===== src/design/pld_pkg.sv =====
// Shared constants for the lock detector and calibration clock block.
// Assumes a 32-bit AXI4-Lite register bus with an 8-bit byte address.
package pld_pkg;

    // Register byte addresses
    localparam int ADDR_W = 8;
    localparam logic [7:0] CTRL_OFS = 8'h18;
    localparam logic [7:0] STATUS_OFS = 8'h1c;
    localparam logic [7:0] IRQ_STS_OFS = 8'h20;
    localparam logic [7:0] IRQ_EN_OFS = 8'h24;
    localparam logic [7:0] IRQ_CLR_OFS = 8'h28;

    // Control register field positions
    localparam int CNT_SEL_LSB = 5;
    localparam int WIN_BIT = 4;
    localparam int DIS_BIT = 3;
    localparam int DIV_LSB = 1;
    localparam int CAL_BIT = 0;
    localparam logic [7:0] CTRL_RST = 8'h06;

    // Status register field positions
    localparam int STS_LOCK_BIT = 0;
    localparam int STS_RUN_LSB = 8;

    // Consecutive in-window detector cycles needed for lock
    localparam logic [7:0] NEED_C0 = 8'h05;
    localparam logic [7:0] NEED_C1 = 8'h10;
    localparam logic [7:0] NEED_C2 = 8'h40;
    localparam logic [7:0] NEED_C3 = 8'hff;

    // Lock window and loss threshold, in system clock cycles
    localparam logic [7:0] WIN_HI_CYC = 8'h06;
    localparam logic [7:0] WIN_LO_CYC = 8'h03;
    localparam logic [7:0] LOSS_HI_CYC = 8'h0c;
    localparam logic [7:0] LOSS_LO_CYC = 8'h06;

    // Interrupt event bits
    localparam int NUM_EV = 3;
    localparam int EV_LOCK = 0;
    localparam int EV_LOSS = 1;
    localparam int EV_CAL = 2;

    // AXI responses
    localparam logic [1:0] RESP_OKAY = 2'h0;
    localparam logic [1:0] RESP_SLVERR = 2'h2;

endpackage


===== src/design/pld_edge_meter.sv =====
// Measures the spacing of reference and feedback rising edges.
// Assumes both inputs are already synchronised levels on i_clk.
`timescale 1ns/1ps
`default_nettype none
module pld_edge_meter #(
    parameter int CNT_W = 8
) (
    // Clock and reset
    input wire logic i_clk,
    input wire logic i_reset,
    // Synchronised edge levels
    input wire logic i_ref,
    input wire logic i_fb,
    // Reference rising edge strobe and per detector cycle result
    output logic o_ref_rise,
    output logic o_done,
    output logic [CNT_W-1:0] o_diff
);
    typedef struct packed {
        logic ref_q;
        logic fb_q;
        logic pend;
        logic pend_ref;
        logic [CNT_W-1:0] cnt;
        logic done;
        logic [CNT_W-1:0] diff;
    } pld_meter_type;

    pld_meter_type q;
    pld_meter_type n;
    logic rr;
    logic fr;

    // First edge opens a cycle, the other edge closes it
    always_comb begin
        n = q;
        rr = i_ref && !q.ref_q;
        fr = i_fb && !q.fb_q;
        n.ref_q = i_ref;
        n.fb_q = i_fb;
        n.done = 1'b0;
        if (rr && fr) begin
            n.done = 1'b1;
            n.diff = '0;
            n.pend = 1'b0;
        end else if (q.pend) begin
            if (q.pend_ref ? fr : rr) begin
                n.done = 1'b1;
                n.diff = q.cnt;
                n.pend = 1'b0;
            end else if (q.pend_ref ? rr : fr) begin
                // A missing partner edge counts as a wide cycle
                n.done = 1'b1;
                n.diff = '1;
                n.cnt = {{(CNT_W-1){1'b0}}, 1'b1};
            end else if (q.cnt != '1) begin
                n.cnt = q.cnt + {{(CNT_W-1){1'b0}}, 1'b1};
            end
        end else if (rr || fr) begin
            n.pend = 1'b1;
            n.pend_ref = rr;
            n.cnt = {{(CNT_W-1){1'b0}}, 1'b1};
        end
    end

    always_ff @(posedge i_clk) begin
        if (i_reset) begin
            q <= '0;
        end else begin
            q <= n;
        end
    end

    assign o_ref_rise = rr;
    assign o_done = q.done;
    assign o_diff = q.diff;
endmodule
`default_nettype wire


===== src/design/pld_lock_cal_ctrl.sv =====
// Digital lock detector and calibration clock control, AXI4-Lite slave.
// Assumes reference and feedback edge pins asynchronous to i_clk.
// Operation
// - Lock is declared only after 5, 16, 64 or 255 straight good cycles.
// - A cycle is good when the edge spacing is below the lock window.
// - Once locked, the flag holds until spacing exceeds the loss limit or detection is disabled.
// - Window select bit 0 picks the high range (reset), 1 the low range.
// - Disable bit 0 runs detection (reset), 1 turns detection off.
// - Calibration clock is the reference divided by 2, 4, 8 or 16.
`timescale 1ns/1ps
`default_nettype none
module pld_lock_cal_ctrl #(
    parameter logic [7:0] WIN_HI = pld_pkg::WIN_HI_CYC,
    parameter logic [7:0] WIN_LO = pld_pkg::WIN_LO_CYC,
    parameter logic [7:0] LOSS_HI = pld_pkg::LOSS_HI_CYC,
    parameter logic [7:0] LOSS_LO = pld_pkg::LOSS_LO_CYC
) (
    // Clock and reset
    input wire logic i_clk,
    input wire logic i_reset,
    // AXI4-Lite write address and data
    input wire logic i_awvalid,
    output logic o_awready,
    input wire logic [pld_pkg::ADDR_W-1:0] i_awaddr,
    input wire logic i_wvalid,
    output logic o_wready,
    input wire logic [31:0] i_wdata,
    input wire logic [3:0] i_wstrb,
    // AXI4-Lite write response
    output logic o_bvalid,
    input wire logic i_bready,
    output logic [1:0] o_bresp,
    // AXI4-Lite read
    input wire logic i_arvalid,
    output logic o_arready,
    input wire logic [pld_pkg::ADDR_W-1:0] i_araddr,
    output logic o_rvalid,
    input wire logic i_rready,
    output logic [31:0] o_rdata,
    output logic [1:0] o_rresp,
    // Phase detector edge pins
    input wire logic i_ref_pin,
    input wire logic i_fb_pin,
    // Block outputs
    output logic o_digital_lock_indicator,
    output logic o_cal_clk,
    output logic o_cal_start,
    output logic o_irq
);
    typedef struct packed {
        logic awrdy;
        logic aw_ok;
        logic [pld_pkg::ADDR_W-1:0] awaddr;
        logic wrdy;
        logic w_ok;
        logic [31:0] wdata;
        logic [3:0] wstrb;
        logic bvalid;
        logic [1:0] bresp;
        logic arrdy;
        logic rvalid;
        logic [31:0] rdata;
        logic [1:0] rresp;
        logic [7:0] ctrl;
        logic [7:0] run_cnt;
        logic locked;
        logic [pld_pkg::NUM_EV-1:0] sts;
        logic [pld_pkg::NUM_EV-1:0] ien;
        logic irq;
        logic cal_pulse;
        logic [2:0] div_cnt;
        logic cal_clk;
    } pld_state_type;

    pld_state_type q;
    pld_state_type n;
    logic [pld_pkg::NUM_EV-1:0] ev;
    logic [7:0] win;
    logic [7:0] loss;
    logic [7:0] need;
    logic ref_lvl;
    logic fb_lvl;
    logic m_ref_rise;
    logic m_done;
    logic [7:0] m_diff;

    // Good-cycle count needed for each counter select code
    function automatic logic [7:0] need_count(input logic [1:0] sel);
        case (sel)
            2'h0: need_count = pld_pkg::NEED_C0;
            2'h1: need_count = pld_pkg::NEED_C1;
            2'h2: need_count = pld_pkg::NEED_C2;
            default: need_count = pld_pkg::NEED_C3;
        endcase
    endfunction

    // Last reference edge index of each half calibration period
    function automatic logic [2:0] div_last(input logic [1:0] code);
        case (code)
            2'h0: div_last = 3'h0;
            2'h1: div_last = 3'h1;
            2'h2: div_last = 3'h3;
            default: div_last = 3'h7;
        endcase
    endfunction

    // Pins are asynchronous, so both pass the three-stage filter
    pld_sync3 u_sync_ref (
        .i_clk(i_clk),
        .i_reset(i_reset),
        .i_pin(i_ref_pin),
        .o_level(ref_lvl)
    );

    pld_sync3 u_sync_fb (
        .i_clk(i_clk),
        .i_reset(i_reset),
        .i_pin(i_fb_pin),
        .o_level(fb_lvl)
    );

    pld_edge_meter #(
        .CNT_W(8)
    ) u_meter (
        .i_clk(i_clk),
        .i_reset(i_reset),
        .i_ref(ref_lvl),
        .i_fb(fb_lvl),
        .o_ref_rise(m_ref_rise),
        .o_done(m_done),
        .o_diff(m_diff)
    );

    // Window and loss limits follow the range select bit
    assign win = q.ctrl[pld_pkg::WIN_BIT] ? WIN_LO : WIN_HI;
    assign loss = q.ctrl[pld_pkg::WIN_BIT] ? LOSS_LO : LOSS_HI;
    assign need = need_count(q.ctrl[pld_pkg::CNT_SEL_LSB +: 2]);

    // Next state: bus slave, lock detector, divider, interrupts
    always_comb begin
        n = q;
        ev = '0;
        n.cal_pulse = 1'b0;
        // Address and data are taken in either order
        if (i_awvalid && q.awrdy) begin
            n.aw_ok = 1'b1;
            n.awaddr = i_awaddr;
        end
        if (i_wvalid && q.wrdy) begin
            n.w_ok = 1'b1;
            n.wdata = i_wdata;
            n.wstrb = i_wstrb;
        end
        if (q.aw_ok && q.w_ok && !q.bvalid) begin
            n.aw_ok = 1'b0;
            n.w_ok = 1'b0;
            n.bvalid = 1'b1;
            n.bresp = pld_pkg::RESP_OKAY;
            case (q.awaddr)
                pld_pkg::CTRL_OFS: begin
                    if (q.wstrb[0]) begin
                        n.ctrl = q.wdata[7:0];
                        // Only a 0 to 1 step of the start bit counts
                        if (!q.ctrl[pld_pkg::CAL_BIT] &&
                            q.wdata[pld_pkg::CAL_BIT]) begin
                            n.cal_pulse = 1'b1;
                            ev[pld_pkg::EV_CAL] = 1'b1;
                        end
                    end
                end
                pld_pkg::STATUS_OFS, pld_pkg::IRQ_STS_OFS: begin
                    n.bresp = pld_pkg::RESP_OKAY;
                end
                pld_pkg::IRQ_EN_OFS: begin
                    if (q.wstrb[0]) begin
                        n.ien = q.wdata[pld_pkg::NUM_EV-1:0];
                    end
                end
                pld_pkg::IRQ_CLR_OFS: begin
                    if (q.wstrb[0]) begin
                        n.sts = q.sts & ~q.wdata[pld_pkg::NUM_EV-1:0];
                    end
                end
                default: begin
                    n.bresp = pld_pkg::RESP_SLVERR;
                end
            endcase
        end
        if (q.bvalid && i_bready) begin
            n.bvalid = 1'b0;
        end
        // Reads answer one cycle after the address is taken
        if (i_arvalid && q.arrdy) begin
            n.rvalid = 1'b1;
            n.rresp = pld_pkg::RESP_OKAY;
            n.rdata = 32'h0;
            case (i_araddr)
                pld_pkg::CTRL_OFS: begin
                    n.rdata[7:0] = q.ctrl;
                end
                pld_pkg::STATUS_OFS: begin
                    n.rdata[pld_pkg::STS_LOCK_BIT] = q.locked;
                    n.rdata[pld_pkg::STS_RUN_LSB +: 8] = q.run_cnt;
                end
                pld_pkg::IRQ_STS_OFS: begin
                    n.rdata[pld_pkg::NUM_EV-1:0] = q.sts;
                end
                pld_pkg::IRQ_EN_OFS: begin
                    n.rdata[pld_pkg::NUM_EV-1:0] = q.ien;
                end
                pld_pkg::IRQ_CLR_OFS: begin
                    n.rresp = pld_pkg::RESP_OKAY;
                end
                default: begin
                    n.rresp = pld_pkg::RESP_SLVERR;
                end
            endcase
        end else if (q.rvalid && i_rready) begin
            n.rvalid = 1'b0;
        end
        n.awrdy = !n.aw_ok;
        n.wrdy = !n.w_ok;
        n.arrdy = !n.rvalid;
        // Lock detector, evaluated once per detector cycle
        if (q.ctrl[pld_pkg::DIS_BIT]) begin
            n.locked = 1'b0;
            n.run_cnt = 8'h00;
            ev[pld_pkg::EV_LOSS] = q.locked;
        end else if (m_done) begin
            if (!q.locked) begin
                if (m_diff < win) begin
                    // Compare with >= so a smaller count select still locks
                    if (q.run_cnt >= need - 8'h01) begin
                        n.locked = 1'b1;
                        n.run_cnt = need;
                        ev[pld_pkg::EV_LOCK] = 1'b1;
                    end else begin
                        n.run_cnt = q.run_cnt + 8'h01;
                    end
                end else begin
                    n.run_cnt = 8'h00;
                end
            end else if (m_diff > loss) begin
                n.locked = 1'b0;
                n.run_cnt = 8'h00;
                ev[pld_pkg::EV_LOSS] = 1'b1;
            end
        end
        // Calibration clock toggles every half period of reference edges
        if (m_ref_rise) begin
            if (q.div_cnt >= div_last(q.ctrl[pld_pkg::DIV_LSB +: 2])) begin
                n.div_cnt = 3'h0;
                n.cal_clk = !q.cal_clk;
            end else begin
                n.div_cnt = q.div_cnt + 3'h1;
            end
        end
        // Events set after the clear so a same-cycle event is kept
        n.sts = n.sts | ev;
        n.irq = |(n.sts & n.ien);
    end

    // All state in one register
    always_ff @(posedge i_clk) begin
        if (i_reset) begin
            q <= '0;
            q.ctrl <= pld_pkg::CTRL_RST;
            q.awrdy <= 1'b1;
            q.wrdy <= 1'b1;
            q.arrdy <= 1'b1;
        end else begin
            q <= n;
        end
    end

    // Outputs straight from the state register
    assign o_awready = q.awrdy;
    assign o_wready = q.wrdy;
    assign o_bvalid = q.bvalid;
    assign o_bresp = q.bresp;
    assign o_arready = q.arrdy;
    assign o_rvalid = q.rvalid;
    assign o_rdata = q.rdata;
    assign o_rresp = q.rresp;
    assign o_digital_lock_indicator = q.locked;
    assign o_cal_clk = q.cal_clk;
    assign o_cal_start = q.cal_pulse;
    assign o_irq = q.irq;
endmodule
`default_nettype wire


===== src/design/pld_sync3.sv =====
// Three-stage synchroniser for a pin input with a debounced level.
// Assumes the pin is asynchronous to i_clk.
`timescale 1ns/1ps
`default_nettype none
module pld_sync3 (
    // Clock and reset
    input wire logic i_clk,
    input wire logic i_reset,
    // Pin and clean level
    input wire logic i_pin,
    output logic o_level
);
    typedef struct packed {
        logic s1;
        logic s2;
        logic s3;
        logic lvl;
    } pld_sync_type;

    pld_sync_type q;
    pld_sync_type n;

    // Level changes only once stages two and three agree
    always_comb begin
        n = q;
        n.s1 = i_pin;
        n.s2 = q.s1;
        n.s3 = q.s2;
        if (q.s2 == q.s3) begin
            n.lvl = q.s2;
        end
    end

    always_ff @(posedge i_clk) begin
        if (i_reset) begin
            q <= '0;
        end else begin
            q <= n;
        end
    end

    assign o_level = q.lvl;
endmodule
`default_nettype wire


===== config.mk =====
export PLATFORM = sky130hd
export DESIGN_NAME = pld_lock_cal_ctrl
export DESIGN_NICKNAME = d
export VERILOG_FILES = /design/src/design/pld_pkg.sv /design/src/design/pld_edge_meter.sv /design/src/design/pld_lock_cal_ctrl.sv /design/src/design/pld_sync3.sv
export SDC_FILE = /design/constraint.sdc
export NUM_CORES = 1
export LEC_CHECK = 0
export BUFFER_PORTS_ARGS = -buffer_cell sky130_fd_sc_hd__buf_2
export CELL_PAD_IN_SITES_DETAIL_PLACEMENT = 0
export CELL_PAD_IN_SITES_GLOBAL_PLACEMENT = 2
export CORE_UTILIZATION = 33
export DETAILED_ROUTE_END_ITERATION = 6
export GPL_ROUTABILITY_DRIVEN = 1
export PLACE_DENSITY = 0.77
export SETUP_SLACK_MARGIN = 0.5
export SKIP_LAST_GASP = 1
export SLEW_MARGIN = 20
export SYNTH_ARGS = -nofsm -noshare
export SYNTH_HDL_FRONTEND = slang
export SYNTH_HIERARCHICAL = 1
export SYNTH_SLANG_ARGS = --single-unit

===== constraint.sdc =====
create_clock -name i_clk -period 3.4 [get_ports i_clk]
set_input_delay 0.17 -clock i_clk [delete_from_list [all_inputs] [get_ports i_clk]]
set_output_delay 0.17 -clock i_clk [all_outputs]
set_load 0.01 [all_outputs]

==> PnR_summary.wiki <==
{| class="wikitable"
! Metric !! Value
|-
| Maximum ir drop on the vdd rail || 0.3078 mV
|-
| Crit Reg-Reg Endpoint || q[17]$_SDFFE_PP0P_
|-
| Most used flip-flop cell after synthesis || dfxtp_1
|-
| Weighted congestion at the end of routability-driven global placement || 0.7782
|-
| Worst reg2reg startpoint || q[27]$_SDFFE_PP0P_
|-
| Avg Inst Size Synth || 8.872 um^2
|-
| Timing endpoint of the critical path || q[17]$_SDFFE_PP0P_
|-
| Util after Layout || 36.68%
|-
| Syn Std Cell Area || 5092 um^2
|-
| Site Rows || 45
|-
| Count of distinct cell types in the synthesized netlist || 69
|-
| CTS tree || yes
|-
| Compound-gate portion of the synthesized area || 18.89%
|-
| Final design instance area without fill || 5555 um^2
|-
| Via count || 3,980
|-
| Post-detailed-routing wire length || 11.22 mm
|-
| Critical path peak fanout || 17
|-
| Unrepaired setup endpoints after global routing || false
|-
| Number of warnings issued by yosys || 6
|-
| Routed len/inst || 14.23 um
|-
| Number of antenna violations at the first check in global routing || 0
|-
| Fraction of post-synthesis cell area in the top cell type by area || 39.31%
|-
| Vias in the first global route || 3,734
|-
| Post-synthesis simple-gate area fraction || 20.69%
|-
| Total I/O pin count || 106
|-
| Area of the multi-input gates || 2592 um^2
|-
| Number of remaining DRC errors || 0
|-
| Flop and latch count out of synthesis || 100
|-
| Critical path endpoint category || flip-flop
|-
| Crit path launch || q[27]$_SDFFE_PP0P_
|-
| Antenna Violating Nets Remaining || 0
|-
| Cell leakage power || 2.264 nW
|-
| Filler instances || 1,571
|-
| Worst-skew pair later-pin latency || 0.35 ns
|-
| Cts bufs inserted || 9
|-
| Fraction of the yosys area taken by sequential cells || 39.31%
|-
| Worst hold slack after final layout || 0.03081 ns
|-
| Mux cell area share after synthesis || 3.980%
|-
| Post-synth EDFFs || 0
|-
| Final count of negative-setup-slack endpoints || 0
|-
| Overall track demand over capacity in global routing || 14.72%
|-
| Max-cap viol count || 0
|-
| Total Die Area || 15,930 um^2
|-
| Top area cells in the synthesized netlist || dfxtp_1 39%, buf_4 6.5%, ha_1 5.7%, nand2_1 3.9%, a21oi_1 3.5%
|-
| Clock-pin slew reported for the worst setup and hold paths after clock tree synthesis || 0.07 ns
|-
| Global-route wire length before repair || 18.76 mm
|-
| Crit path launch type || flip-flop
|-
| Detail-routed via count per cell || 5.044
|-
| Achievable Freq || 0.3726 GHz
|-
| Post-Route Setup TNS || 0 ns
|-
| Crit path kind || flip-flop to flip-flop
|-
| CTS sink count || 100
|-
| Setup slack of the worst register-to-register path || 0.72 ns
|-
| Worst endpoint data arrival time || 2.96 ns
|-
| Initial Utilization || 33.62%
|-
| CP required || 3.68 ns
|-
| Xor and xnor fraction of the mapped netlist area || 0.3440%
|-
| Overall Power || 0.002365 W
|-
| Chip height || 126.2 um
|-
| Floorplan core area || 15,150 um^2
|-
| Slew Limit Headroom || 43.24%
|-
| Max-slew violation count || 0
|-
| Hold Vio Cnt, Final || 0
|-
| Largest buffer count on any clock path || 2
|-
| Clock Skew || 0.009632 ns
|-
| Layout cells sized above 1 || 16.97%
|-
| Maximum number of pins on one net before global-route repair || 34
|-
| Remaining global-route overflow || 0
|-
| Share of synthesized registers carrying an async set or reset || 0%
|-
| First-pass DRT Iterations || 4
|-
| Post-CTS setup buffer count || 0
|-
| Main combinational cell family by area after synthesis || simple AND/OR/NAND/NOR gates
|-
| Number of standard cells after synthesis || 574
|-
| Worst hold-check path type || primary input to flip-flop
|-
| NumNets Final || 681
|-
| Part of the cycle the worst path needs || 78.94%
|-
| Initial detailed-routing violation count || 172
|-
| Power Density || 425.7 nW/um^2
|-
| Die X-Extent || 126.2 um
|-
| Adder-cell area share of the yosys netlist || 5.651%
|-
| Layout overhead on the synthesized area || 9.091%
|-
| H-tree levels || 3
|-
| Result of the run || completed
|-
| Area leader, netlist || dfxtp_1
|-
| Depth of the most critical reg-to-reg path || 9
|-
| Antenna cells || 0
|-
| Period minus WS final || 2.684 ns
|-
| Root buf cell || clkbuf_16
|-
| Port Buffer Count || 60
|-
| Reg area || 2003 um^2
|-
| Measured slew at the worst slew-check pin || 0.8449 ns
|-
| Final HPWL from detailed placement || 8.330 mm
|-
| Post-placement cell area || 5265 um^2
|}
-- registers in the layout, indices dropped and copies added (netlist names), 2 cells and up --
name	count
u_sync_fb/n	2
q	44
o_rdata	16
u_meter/q	12
u_meter/o_diff	8
u_sync_ref/n	2
-- per-stage QoR --
step	cells	setup slack (ns)
global placement	774	0.7205
CTS	789	0.6262
detailed placement	774	0.6446
global route	789	0.5201
floorplan	591	0.9028
finish	789	0.7161
-- where the power goes --
group / internal [W] / total, W / switching (W)
Sequential: 0.00120 / 0.00122 / 0.0000223
Combinational: 0.0000513 / 0.000138 / 0.0000866
Clock: 0.000567 / 0.00101 / 0.000441
Total: 0.00181 / 0.00236 / 0.000550
-- metal layers --
metal / up-vias / part of all wire [%] / wire (um) / GRT usage (%)
met5: - / 0 / 0 / 0
met4: 0 / 1.1 / 126 / 5.032
met3: 12 / 3.7 / 417 / 3.568
met2: 84 / 44 / 4929 / 22.13
met1: 1866 / 51 / 5750 / 20.47
li1: 2018 / - / - / -
-- how the worst min path moves through the flow --
stage | end | cells past startpoint | slack (ns) | startpoint
after floorplan | u_sync_fb/o_level$_SDFFE_PP0N_ | 1 | 0.24 | i_reset
after global placement | u_sync_ref/n[2]$_SDFF_PP0_ | 2 | 0.39 | i_ref_pin
after detailed placement | u_sync_ref/n[2]$_SDFF_PP0_ | 2 | 0.39 | i_ref_pin
after CTS | u_sync_ref/n[2]$_SDFF_PP0_ | 2 | 0.02 | i_ref_pin
after global routing | u_sync_ref/n[2]$_SDFF_PP0_ | 2 | 0.04 | i_ref_pin
final | u_sync_fb/n[2]$_SDFF_PP0_ | 2 | 0.03 | i_fb_pin
-- synth_stat cells, types with 6 or more instances --
cell type,count
dfxtp_1,100
nand2_1,53
buf_4,44
nor2_1,37
a21oi_1,36
inv_1,28
ha_1,23
nand3_1,19
mux2i_1,18
clkbuf_1,16
a22oi_1,15
o21ai_0,15
nor2b_1,12
nor3_1,12
nand2b_1,10
a31oi_1,8
nand3b_1,7
and2_1,6
o221a_1,6
o22ai_1,6
-- cell families after synthesis --
group                    Yosys count
AO/OA/AOI/OAI                    132
adder cells (fa/ha/maj)           23
other                              1
XOR/XNOR                           2
AND/OR/NAND/NOR                  199
multiplexers                      20
flip-flops                       100
buffers and inverters             97
-- layout by cell type, fill, tap and decap left out, drive strengths merged, types with 3 or more instances in the layout --
master / count
a31oi: 8
nor2: 37
inv: 28
mux2i: 18
o21a: 3
dfxtp: 100
a22oi: 15
conb: 18
o21ai: 20
o221a: 7
nand2: 54
or3: 5
nand4b: 3
or2: 5
a21o: 5
nand3: 20
nor3: 14
clkbuf: 11
nand2b: 11
nor4: 5
ha: 23
and3: 5
clkinv: 3
a32oi: 5
or4: 3
and2: 6
o22ai: 6
nor2b: 12
nand3b: 7
o311ai: 3
a21oi: 38
nor3b: 5
buf: 63
-- repair_timing --
item	CTS	global route
gates resized for setup	0	3
setup endpoints to repair	0	2
hold buffers	0	0
-- area by class of cell --
| type | count | area share [%] |
|---|---|---|
| multi-input cells | 394 | 46.67 |
| well taps | 188 | 4.234 |
| flip-flops and latches | 100 | 36.06 |
| repair buffers | 63 | 5.878 |
| clock inverters | 4 | 0.9234 |
| inverters | 29 | 2.050 |
| clock buffers | 11 | 4.189 |
-- worst max-delay path, stage by stage, from the launching register on --
cell	delay [ns]
dfxtp_1	0.43
inv_1	0.15
ha_1	0.35
ha_1	0.28
nand2b_1	0.14
a2111oi_1	0.41
o31a_1	0.18
buf_6	0.20
mux2_2	0.36
o22ai_1	0.11
(Power assumes the default switching activity.)
